[src/clk_ctrl_pkg.sv]
// shared constants and types for the core clock and reference output block
package clk_ctrl_pkg;
	// primary oscillator mode field encodings
	localparam logic [1:0] external_clock_mode = 2'h0;
	localparam logic [1:0] medium_crystal_mode = 2'h1;
	localparam logic [1:0] high_speed_crystal_mode = 2'h2;
	// failsafe config field values; monitoring on when bits 7 and 6 of it are both clear
	localparam int failsafe_field_msb = 7;
	localparam int failsafe_field_lsb = 6;
	localparam logic [1:0] failsafe_monitor_on = 2'h0;
	// reference control low bit positions
	localparam int ref_enable_bit = 15;
	localparam int ref_sleep_bit = 11;
	localparam int ref_switch_bit = 9;
	localparam int ref_active_bit = 8;
	localparam int ref_src_msb = 3;
	localparam int ref_src_lsb = 0;
	localparam int divisor_width = 15;
	localparam int trim_width = 9;
	localparam int tune_width = 6;
	// fractional trim weight, 512 steps per unit of divisor
	localparam logic [trim_width:0] trim_steps = 10'h200;
	localparam logic [3:0] ref_src_sysclk = 4'h0;
	// key bytes for the oscillator control byte locks
	localparam logic [7:0] high_key_first = 8'h78;
	localparam logic [7:0] high_key_second = 8'h9a;
	localparam logic [7:0] low_key_first = 8'h46;
	localparam logic [7:0] low_key_second = 8'h57;
	// reset values
	localparam logic [7:0] osc_high_reset = 8'h00;
	localparam logic [7:0] osc_low_reset = 8'h00;
	localparam logic [5:0] tune_reset = 6'h00;
	// backup rc reference rate and failure window in backup rc ticks
	localparam int backup_rc_mhz = 8;
	localparam int clock_mhz = 20;
	localparam int fail_window_cycles = 4 * clock_mhz / backup_rc_mhz;
	localparam logic [3:0] fail_window = 4'(fail_window_cycles);

	typedef enum logic [1:0] {key_idle, key_half, key_open} key_state_t;
endpackage : clk_ctrl_pkg

[src/core_clock_and_reference_output.sv]
// per-core clock control, rc source control, failsafe and reference output
`timescale 1ns/10ps
module core_clock_and_reference_output (
	// clock and reset
	input wire logic mclk,
	input wire logic rst,
	// system clock ticks and source status
	input wire logic sysclk_tick,
	input wire logic backup_rc_tick,
	input wire logic [15:0] ref_src_ticks,
	input wire logic [15:0] ref_src_sleep_ok,
	input wire logic sleep_mode,
	input wire logic power_up_timer_done,
	input wire logic low_power_rc_selected,
	// configuration bits
	input wire logic [7:0] osc_config,
	input wire logic [1:0] primary_osc_mode_field,
	input wire logic osc_pin_function_bit,
	input wire logic other_core_failsafe_on,
	input wire logic watchdog_on,
	input wire logic other_core_watchdog_on,
	// auxiliary pll control
	input wire logic aux_pll_enable,
	input wire logic periph_clk_request,
	// tuning register write
	input wire logic tune_wr,
	input wire logic [5:0] tune_wdata,
	// oscillator control byte writes, one instr_step per instruction
	input wire logic instr_step,
	input wire logic osc_high_wr,
	input wire logic osc_low_wr,
	input wire logic [7:0] osc_wdata,
	// reference control writes
	input wire logic ref_low_wr,
	input wire logic [15:0] ref_low_wdata,
	input wire logic ref_high_wr,
	input wire logic [14:0] ref_divisor_wdata,
	input wire logic ref_trim_wr,
	input wire logic [8:0] ref_trim_wdata,
	input wire logic ref_pin_output_enable,
	// clock outputs
	output logic instr_clk,
	output logic osc_output_pin,
	output logic half_sysclk_output,
	output logic ref_clock_out_pin,
	output logic aux_pll_run,
	output logic low_power_rc_enable,
	// status
	output logic failsafe_switched,
	output logic [5:0] rc_tune_field,
	output logic [7:0] osc_ctrl_high,
	output logic [7:0] osc_ctrl_low,
	output logic [15:0] ref_ctrl_low,
	output logic [14:0] ref_integer_divisor,
	output logic [8:0] ref_fraction_trim
);
	typedef struct packed {
		logic fcy;
		logic osc_pin;
		logic half_out;
		logic ref_pin;
		logic apll;
		logic lp_rc;
		logic lp_rc_boot;
		logic fail;
		logic [3:0] fail_cnt;
		logic [5:0] tune;
		logic [7:0] osc_hi;
		logic [7:0] osc_lo;
		logic ref_en;
		logic ref_slp;
		logic ref_sw;
		logic ref_act;
		logic [3:0] ref_src;
		logic [14:0] div_new;
		logic [8:0] trim_new;
		logic [14:0] div_use;
		logic [8:0] trim_use;
	} state_t;
	state_t s_q;
	state_t s_d;

	logic hi_accept;
	logic lo_accept;
	logic sel_tick;
	logic ref_run;
	logic ref_lvl;
	logic ref_edge;
	logic failsafe_on;
	logic clk_tick;

	// separate locks for each byte
	byte_key_lock u_high_lock (
		.mclk(mclk),
		.rst(rst),
		.key_first(clk_ctrl_pkg::high_key_first),
		.key_second(clk_ctrl_pkg::high_key_second),
		.instr_step(instr_step),
		.wr_en(osc_high_wr),
		.wr_data(osc_wdata),
		.accept(hi_accept)
	);

	byte_key_lock u_low_lock (
		.mclk(mclk),
		.rst(rst),
		.key_first(clk_ctrl_pkg::low_key_first),
		.key_second(clk_ctrl_pkg::low_key_second),
		.instr_step(instr_step),
		.wr_en(osc_low_wr),
		.wr_data(osc_wdata),
		.accept(lo_accept)
	);

	frac_ref_divider u_div (
		.mclk(mclk),
		.rst(rst),
		.run(ref_run),
		.src_tick(sel_tick),
		.divisor(s_q.div_use),
		.trim(s_q.trim_use),
		.ref_level(ref_lvl),
		.half_period_done(ref_edge)
	);

	always_comb
	begin
		failsafe_on = osc_config[clk_ctrl_pkg::failsafe_field_msb:
			clk_ctrl_pkg::failsafe_field_lsb]
			== clk_ctrl_pkg::failsafe_monitor_on;
		// after failure the system clock is the backup rc
		clk_tick = s_q.fail ? backup_rc_tick : sysclk_tick;
		// source zero follows the system clock, whatever it is
		if (s_q.ref_src == clk_ctrl_pkg::ref_src_sysclk)
			sel_tick = clk_tick;
		else
			sel_tick = ref_src_ticks[s_q.ref_src];
		// sleep needs the sleep bit and a live source
		ref_run = s_q.ref_en && (!sleep_mode
			|| (s_q.ref_slp && ref_src_sleep_ok[s_q.ref_src]));
	end

	always_comb
	begin
		s_d = s_q;
		// instruction clock toggles each system clock tick
		if (clk_tick)
			s_d.fcy = ~s_q.fcy;
		s_d.half_out = osc_pin_function_bit & s_q.fcy;
		// no cycle clock on osc pin in crystal modes
		s_d.osc_pin = s_q.fcy
			&& primary_osc_mode_field != clk_ctrl_pkg::high_speed_crystal_mode
			&& primary_osc_mode_field != clk_ctrl_pkg::medium_crystal_mode;
		s_d.apll = aux_pll_enable & periph_clk_request;
		if (tune_wr)
			s_d.tune = tune_wdata;
		// rc source: boot hold until power-up timer, then by demand
		if (power_up_timer_done)
			s_d.lp_rc_boot = 1'b0;
		s_d.lp_rc = !sleep_mode && (s_q.lp_rc_boot || failsafe_on
			|| other_core_failsafe_on || watchdog_on
			|| other_core_watchdog_on || low_power_rc_selected);
		// main clock must tick within window of backup rc ticks
		if (!failsafe_on || s_q.fail || sysclk_tick)
			s_d.fail_cnt = '0;
		else if (backup_rc_tick)
		begin
			if (s_q.fail_cnt == clk_ctrl_pkg::fail_window)
				s_d.fail = 1'b1;
			else
				s_d.fail_cnt = 4'(s_q.fail_cnt + 4'h1);
		end
		if (hi_accept)
			s_d.osc_hi = osc_wdata;
		if (lo_accept)
			s_d.osc_lo = osc_wdata;
		if (ref_low_wr)
		begin
			s_d.ref_en = ref_low_wdata[clk_ctrl_pkg::ref_enable_bit];
			s_d.ref_slp = ref_low_wdata[clk_ctrl_pkg::ref_sleep_bit];
			s_d.ref_src = ref_low_wdata[clk_ctrl_pkg::ref_src_msb:
				clk_ctrl_pkg::ref_src_lsb];
		end
		if (ref_high_wr)
			s_d.div_new = ref_divisor_wdata;
		if (ref_trim_wr)
			s_d.trim_new = ref_trim_wdata;
		// apply new divider at a half period boundary or when idle
		if (s_q.ref_sw && (ref_edge || !ref_run))
		begin
			s_d.div_use = s_q.div_new;
			s_d.trim_use = s_q.trim_new;
			s_d.ref_sw = 1'b0;
		end
		// a new request in the apply cycle stays pending
		if (ref_low_wr && ref_low_wdata[clk_ctrl_pkg::ref_switch_bit])
			s_d.ref_sw = 1'b1;
		// active follows the run state; after disable holds while the level is still high
		s_d.ref_act = ref_run || (s_q.ref_act && ref_lvl);
		s_d.ref_pin = ref_run & ref_pin_output_enable & ref_lvl;
	end

	always_ff @(posedge mclk or posedge rst)
	begin
		if (rst)
		begin
			s_q <= '0;
			s_q.lp_rc <= 1'b1;
			s_q.lp_rc_boot <= 1'b1;
			s_q.tune <= clk_ctrl_pkg::tune_reset;
			s_q.osc_hi <= clk_ctrl_pkg::osc_high_reset;
			s_q.osc_lo <= clk_ctrl_pkg::osc_low_reset;
		end
		else
			s_q <= s_d;
	end

	assign instr_clk = s_q.fcy;
	assign osc_output_pin = s_q.osc_pin;
	assign half_sysclk_output = s_q.half_out;
	assign ref_clock_out_pin = s_q.ref_pin;
	assign aux_pll_run = s_q.apll;
	assign low_power_rc_enable = s_q.lp_rc;
	assign failsafe_switched = s_q.fail;
	assign rc_tune_field = s_q.tune;
	assign osc_ctrl_high = s_q.osc_hi;
	assign osc_ctrl_low = s_q.osc_lo;
	assign ref_ctrl_low = {s_q.ref_en, 3'h0, s_q.ref_slp, 1'b0, s_q.ref_sw,
		s_q.ref_act, 4'h0, s_q.ref_src};
	assign ref_integer_divisor = s_q.div_use;
	assign ref_fraction_trim = s_q.trim_use;
endmodule : core_clock_and_reference_output

[src/byte_key_lock.sv]
// two-write key lock guarding one byte of the oscillator control register
`timescale 1ns/10ps
module byte_key_lock (
	// clock and reset
	input wire logic mclk,
	input wire logic rst,
	// key values
	input wire logic [7:0] key_first,
	input wire logic [7:0] key_second,
	// instruction stream
	input wire logic instr_step,
	input wire logic wr_en,
	input wire logic [7:0] wr_data,
	// write that may land on the byte
	output logic accept
);
	typedef struct packed {
		clk_ctrl_pkg::key_state_t st;
	} lock_t;
	lock_t s_q;
	lock_t s_d;

	always_comb
	begin
		s_d = s_q;
		accept = 1'b0;
		if (instr_step)
		begin
			case (s_q.st)
				clk_ctrl_pkg::key_idle:
					if (wr_en && wr_data == key_first)
						s_d.st = clk_ctrl_pkg::key_half;
				clk_ctrl_pkg::key_half:
				begin
					// second key must be the very next instruction
					if (wr_en && wr_data == key_second)
						s_d.st = clk_ctrl_pkg::key_open;
					else if (wr_en && wr_data == key_first)
						s_d.st = clk_ctrl_pkg::key_half;
					else
						s_d.st = clk_ctrl_pkg::key_idle;
				end
				clk_ctrl_pkg::key_open:
				begin
					// one instruction only, then relock
					accept = wr_en;
					s_d.st = clk_ctrl_pkg::key_idle;
				end
				default:
					s_d.st = clk_ctrl_pkg::key_idle;
			endcase
		end
	end

	always_ff @(posedge mclk or posedge rst)
	begin
		if (rst)
			s_q <= '{st: clk_ctrl_pkg::key_idle};
		else
			s_q <= s_d;
	end
endmodule : byte_key_lock

[src/frac_ref_divider.sv]
// fractional divider producing the reference clock as a level toggling on mclk
`timescale 1ns/10ps
module frac_ref_divider (
	// clock and reset
	input wire logic mclk,
	input wire logic rst,
	// control
	input wire logic run,
	input wire logic src_tick,
	input wire logic [14:0] divisor,
	input wire logic [8:0] trim,
	// output
	output logic ref_level,
	output logic half_period_done
);
	// accumulator counts in 1/512 units of source ticks
	typedef struct packed {
		logic [24:0] acc;
		logic lvl;
	} div_t;
	div_t s_q;
	div_t s_d;
	logic [24:0] half_span;

	always_comb
	begin
		// half period = divisor + trim/512 source ticks
		half_span = {1'b0, divisor, trim};
		s_d = s_q;
		half_period_done = 1'b0;
		if (!run)
		begin
			s_d.acc = '0;
			s_d.lvl = 1'b0;
		end
		else if (src_tick)
		begin
			if (divisor == '0)
			begin
				// undivided pass through of source
				s_d.lvl = ~s_q.lvl;
				half_period_done = 1'b1;
			end
			else if (s_q.acc + 25'(clk_ctrl_pkg::trim_steps) >= half_span)
			begin
				s_d.acc = 25'(s_q.acc + 25'(clk_ctrl_pkg::trim_steps)
					- half_span);
				s_d.lvl = ~s_q.lvl;
				half_period_done = 1'b1;
			end
			else
				s_d.acc = 25'(s_q.acc + 25'(clk_ctrl_pkg::trim_steps));
		end
	end

	assign ref_level = s_q.lvl;

	always_ff @(posedge mclk or posedge rst)
	begin
		if (rst)
			s_q <= '{acc: '0, lvl: 1'b0};
		else
			s_q <= s_d;
	end
endmodule : frac_ref_divider

[config.mk]
export PLATFORM = sky130hd
export DESIGN_NAME = core_clock_and_reference_output
export DESIGN_NICKNAME = d
export VERILOG_FILES = /design/src/clk_ctrl_pkg.sv /design/src/core_clock_and_reference_output.sv /design/src/byte_key_lock.sv /design/src/frac_ref_divider.sv
export SDC_FILE = /design/constraint.sdc
export NUM_CORES = 1
export LEC_CHECK = 0
export BUFFER_PORTS_ARGS = -buffer_cell sky130_fd_sc_hd__buf_2
export CORE_MARGIN = 3
export CORE_UTILIZATION = 35
export CTS_CLUSTER_SIZE = 40
export DETAILED_ROUTE_END_ITERATION = 6
export PLACE_DENSITY = 0.51
export SLEW_MARGIN = 20
export SYNTH_ARGS = -nofsm -noshare
export SYNTH_HDL_FRONTEND = slang
export SYNTH_HIERARCHICAL = 1
export SYNTH_SLANG_ARGS = --single-unit
[constraint.sdc]
create_clock -name mclk -period 5.97 [get_ports mclk]
set_clock_uncertainty 0.1 [all_clocks]
set_input_delay 0.8955 -clock mclk [delete_from_list [all_inputs] [get_ports mclk]]
set_output_delay 0.8955 -clock mclk [all_outputs]
set_load 0.02 [all_outputs]
==> results by group <==
Outcome
  • Status: complete, no violations

Synthesis
  • Cell taking the most area after synthesis: dfrtp_1
  • Sequential-to-total area share from yosys stat: 35.0%
  • #FFs+latches synth: 120
  • Top post-synthesis cells by area: dfrtp_1, mux2_2, buf_4, nand2_1, ha_1
  • Top post-synthesis cells by count: dfrtp_1, nand2_1, buf_4
  • Post-synth top flop: dfrtp_1
  • Synth top area share: 34.4%
  • Synthesized area per cell: 9.45 um^2
  • Post-synthesis cell count: 908
  • EDFF count, synth: 0
  • Yosys synthesis warning count: 6
  • FFs w/ async S/R, synth: 100%
  • Distinct cells, synth: 75
  • Mapped cell area: 0.00858 mm^2
  • Count leader, synth: dfrtp_1

Drt
  • TritonRoute pass-1 iters: 4
  • Vias per cell: 4.99
  • Final ANT Viol Nets: 0
  • Routed len/inst: 16.1 um
  • Vias post-DR: 6783
  • Starting DRT DRC Count: 382
  • DRC violations left: 0
  • Routed Wire Length: 22.0 mm

STA
  • Slew Viols, Final: 0
  • Final Hold Vio Count: 0
  • F_max: 0.197 GHz
  • Final worst path period share: 84.8%
  • Final min period: 5.06 ns
  • Slew headroom: 57.5%
  • RSZ-0062 raised after global routing: false
  • # setup viols final: 0
  • Setup TNS: 0 ns
  • Worst-Margin Slew: 0.621 ns

CTS
  • # clock sinks: 120
  • Clk slew on worst S/H paths: 0.06 ns
  • Buffer depth of the longest clock path: 2
  • Setup bufs post-CTS: 0
  • Later-pin clock latency in the skew report: 0.42 ns
  • CTS root buffer: clkbuf_16
  • Total CTS buffers: 17
  • # hold bufs at CTS: 0
  • CTS tree: yes
  • H-tree depth: 4
  • Post-cts resize count: 0

Power and ir drop
  • P_leak: 0.00470 uW
  • PwrDens: 336 mW/mm^2
  • Comb power frac: 34.6%
  • Int Power: 2130 uW
  • Sequential power share: 31.0%
  • NetSw: 1240 uW
  • IR drop worst, VDD: 0.165 mV
  • Clk pwr share: 34.4%
  • Sw Share: 36.8%

Global route
  • GRT Overall Usage: 17.1%
  • Total global routing overflow: 0
  • First-pass GRT wire length: 36.4 mm
  • Vias in the first global route: 6922
  • Initial antenna violation count: 1
  • Largest net degree at the start of global routing: 50

Critical path
  • Cells on worst reg2reg path: 20
  • Critical-path cell list: ha_1 -> nand3_1 -> nor2_1 -> nand3_1 -> nor2_1 -> xnor2_1 -> inv_1 -> ha_1 -> nand4_1 -> nor4b_1 -> a311oi_1 -> buf_4 -> o31ai_4 -> o21a_1 -> and2_1 -> nand2b_1 -> o21a_1 -> buf_12 -> nand2_1 -> o211ai_1
  • FF-to-FF End: ref_integer_divisor[13]$_DFFE_PP0P_
  • CP peak stage delay: 0.50 ns
  • Max Fanout on Critical Path: 15
  • Setup crit end kind: flop
  • Crit Path Class: flop to flop
  • Delay-heaviest family, CP: simple AND/OR/NAND/NOR gates
  • Worst reg2reg startpoint: u_div/s_q[10]$_DFFE_PP0P_
  • Crit path DAT: 5.29 ns
  • Critical Path RT: 6.20 ns
  • R2R setup slack: 0.91 ns
  • Startpoint types: flop
  • Crit-path slowest cell: dfrtp_1
  • Critical path buffers and inverters: 3

Floorplanning
  • Rows: 56
  • Placeable Area: 0.0238 mm^2
  • Initial Util: 36.1%
  • Io pins: 186
  • Die Wd: 163 um
  • Die ar.: 0.0264 mm^2
  • Die Ht: 163 um

Layout
  • Nets: 1174
  • Syn-to-layout area delta: 16.9%
  • Post-Layout Cell Count: 1360
  • Multi-input gate area in the final layout: 0.00487 mm^2
  • Final Cell Area: 0.0100 mm^2
  • Share of layout cells above drive strength 1: 29.8%
  • Diode count: 0
  • Register area: 0.00301 mm^2
  • FILL cells: 2383

Min path
  • Hold WC Path Type: primary input to asynchronous set/reset pin

Run
  • Max-cap violations: 0

Placement
  • Post-DP Area: 0.00937 mm^2
  • Detailed Place HPWL: 16.1 mm
  • Port bufs: 161
  • Placed Cells: 1329
  • Gpl congestion: 0.801
through the flow:
stage	power, uW	hold WS (ns)	setup slack (ns)	utilization, %
floorplan	1980	0.360	1.66	-
global placement	2230	0.372	1.05	39.5
detailed placement	2230	0.375	0.950	39.5
CTS	3420	0.260	0.911	42.2
global route	3600	0.273	0.458	42.2
finish	3370	0.283	0.905	42.2
cells in the final DEF (no fill, tap or decap), types with 5 or more instances in the layout:
| master | count |
|---|---|
| or3_1 | 6 |
| xnor2_1 | 36 |
| nor2_1 | 22 |
| a21oi_1 | 34 |
| nand3_1 | 30 |
| inv_1 | 42 |
| ha_1 | 27 |
| o2111ai_1 | 26 |
| o211ai_1 | 10 |
| o21a_1 | 9 |
| bufinv_16 | 5 |
| nand4_1 | 10 |
| a211oi_1 | 6 |
| nor3_1 | 21 |
| nor2b_1 | 12 |
| a21boi_0 | 9 |
| buf_2 | 161 |
| mux2_2 | 51 |
| dfrtp_1 | 118 |
| conb_1 | 40 |
| and2_1 | 33 |
| mux4_2 | 8 |
| nor4_1 | 8 |
| a211o_1 | 5 |
| a21o_1 | 9 |
| a31oi_1 | 6 |
| o21ai_0 | 27 |
| nand2_1 | 100 |
| o211ai_2 | 20 |
| and3_1 | 6 |
| mux2i_1 | 7 |
| xor2_1 | 29 |
| clkbuf_16 | 17 |
| nand2b_1 | 6 |
| buf_4 | 15 |
worst max-delay path by stage:
stage	start	end	slack (ns)	cells past startpoint
2_1_floorplan	u_div/s_q[10]$_DFFE_PP0P_	ref_fraction_trim[0]$_DFFE_PP0P_	1.66	19
3_3_place_gp	u_div/s_q[10]$_DFFE_PP0P_	ref_integer_divisor[13]$_DFFE_PP0P_	1.05	20
3_5_place_dp	u_div/s_q[10]$_DFFE_PP0P_	ref_integer_divisor[13]$_DFFE_PP0P_	0.95	20
4_1_cts	u_div/s_q[10]$_DFFE_PP0P_	ref_integer_divisor[14]$_DFFE_PP0P_	0.91	20
5_1_grt	u_div/s_q[10]$_DFFE_PP0P_	ref_integer_divisor[12]$_DFFE_PP0P_	0.46	20
6_report	u_div/s_q[10]$_DFFE_PP0P_	ref_integer_divisor[13]$_DFFE_PP0P_	0.91	20
final cells by class:
class / instances / share of cell area, %
Clock buffer: 18 / 4.38
Clock inverter: 13 / 2.18
Inverter: 43 / 1.63
Multi-Input combinational cell: 670 / 48.5
Sequential cell: 120 / 30.0
Tap cell: 319 / 3.98
Timing Repair Buffer: 177 / 9.36
cells by family (layout without fill, tap and decap cells):
kind of cell | after synthesis | count (layout) | synth area share [%]
AO/OA/AOI/OAI | 198 | 198 | 18.1
XOR/XNOR | 65 | 65 | 6.64
adder cells (fa/ha/maj) | 28 | 28 | 4.17
buffers and inverters | 156 | 251 | 10.2
flip-flops | 120 | 120 | 35.0
multiplexers | 66 | 66 | 9.61
other | 2 | 40 | 0.0875
AND/OR/NAND/NOR | 273 | 273 | 16.2
metal layers:
layer | track usage, % | wire (um)
met1 | 22.9 | 10200
met2 | 28.2 | 10500
met3 | 3.76 | 1030
met4 | 4.58 | 245
met5 | 0 | 13
state kept, by name (all words and copies together) (netlist names), 2 cells and up:
register / cells
osc_ctrl_low: 8
s_q: 29
rc_tune_field: 6
osc_ctrl_high: 8
ref_fraction_trim: 9
u_div/s_q: 25
u_low_lock/s_q: 2
u_high_lock/s_q: 2
ref_integer_divisor: 15
ref_ctrl_low: 8
power groups by stage:
stage | combinational [uW] | clock (uW) | sequential, uW
after floorplan | 969 | 0 | 1010
after global placement | 1160 | 0 | 1060
after detailed placement | 1170 | 0 | 1060
after CTS | 1170 | 1190 | 1050
after global routing | 1310 | 1230 | 1070
final | 1170 | 1160 | 1050
Power figures use the tool's default switching activity.
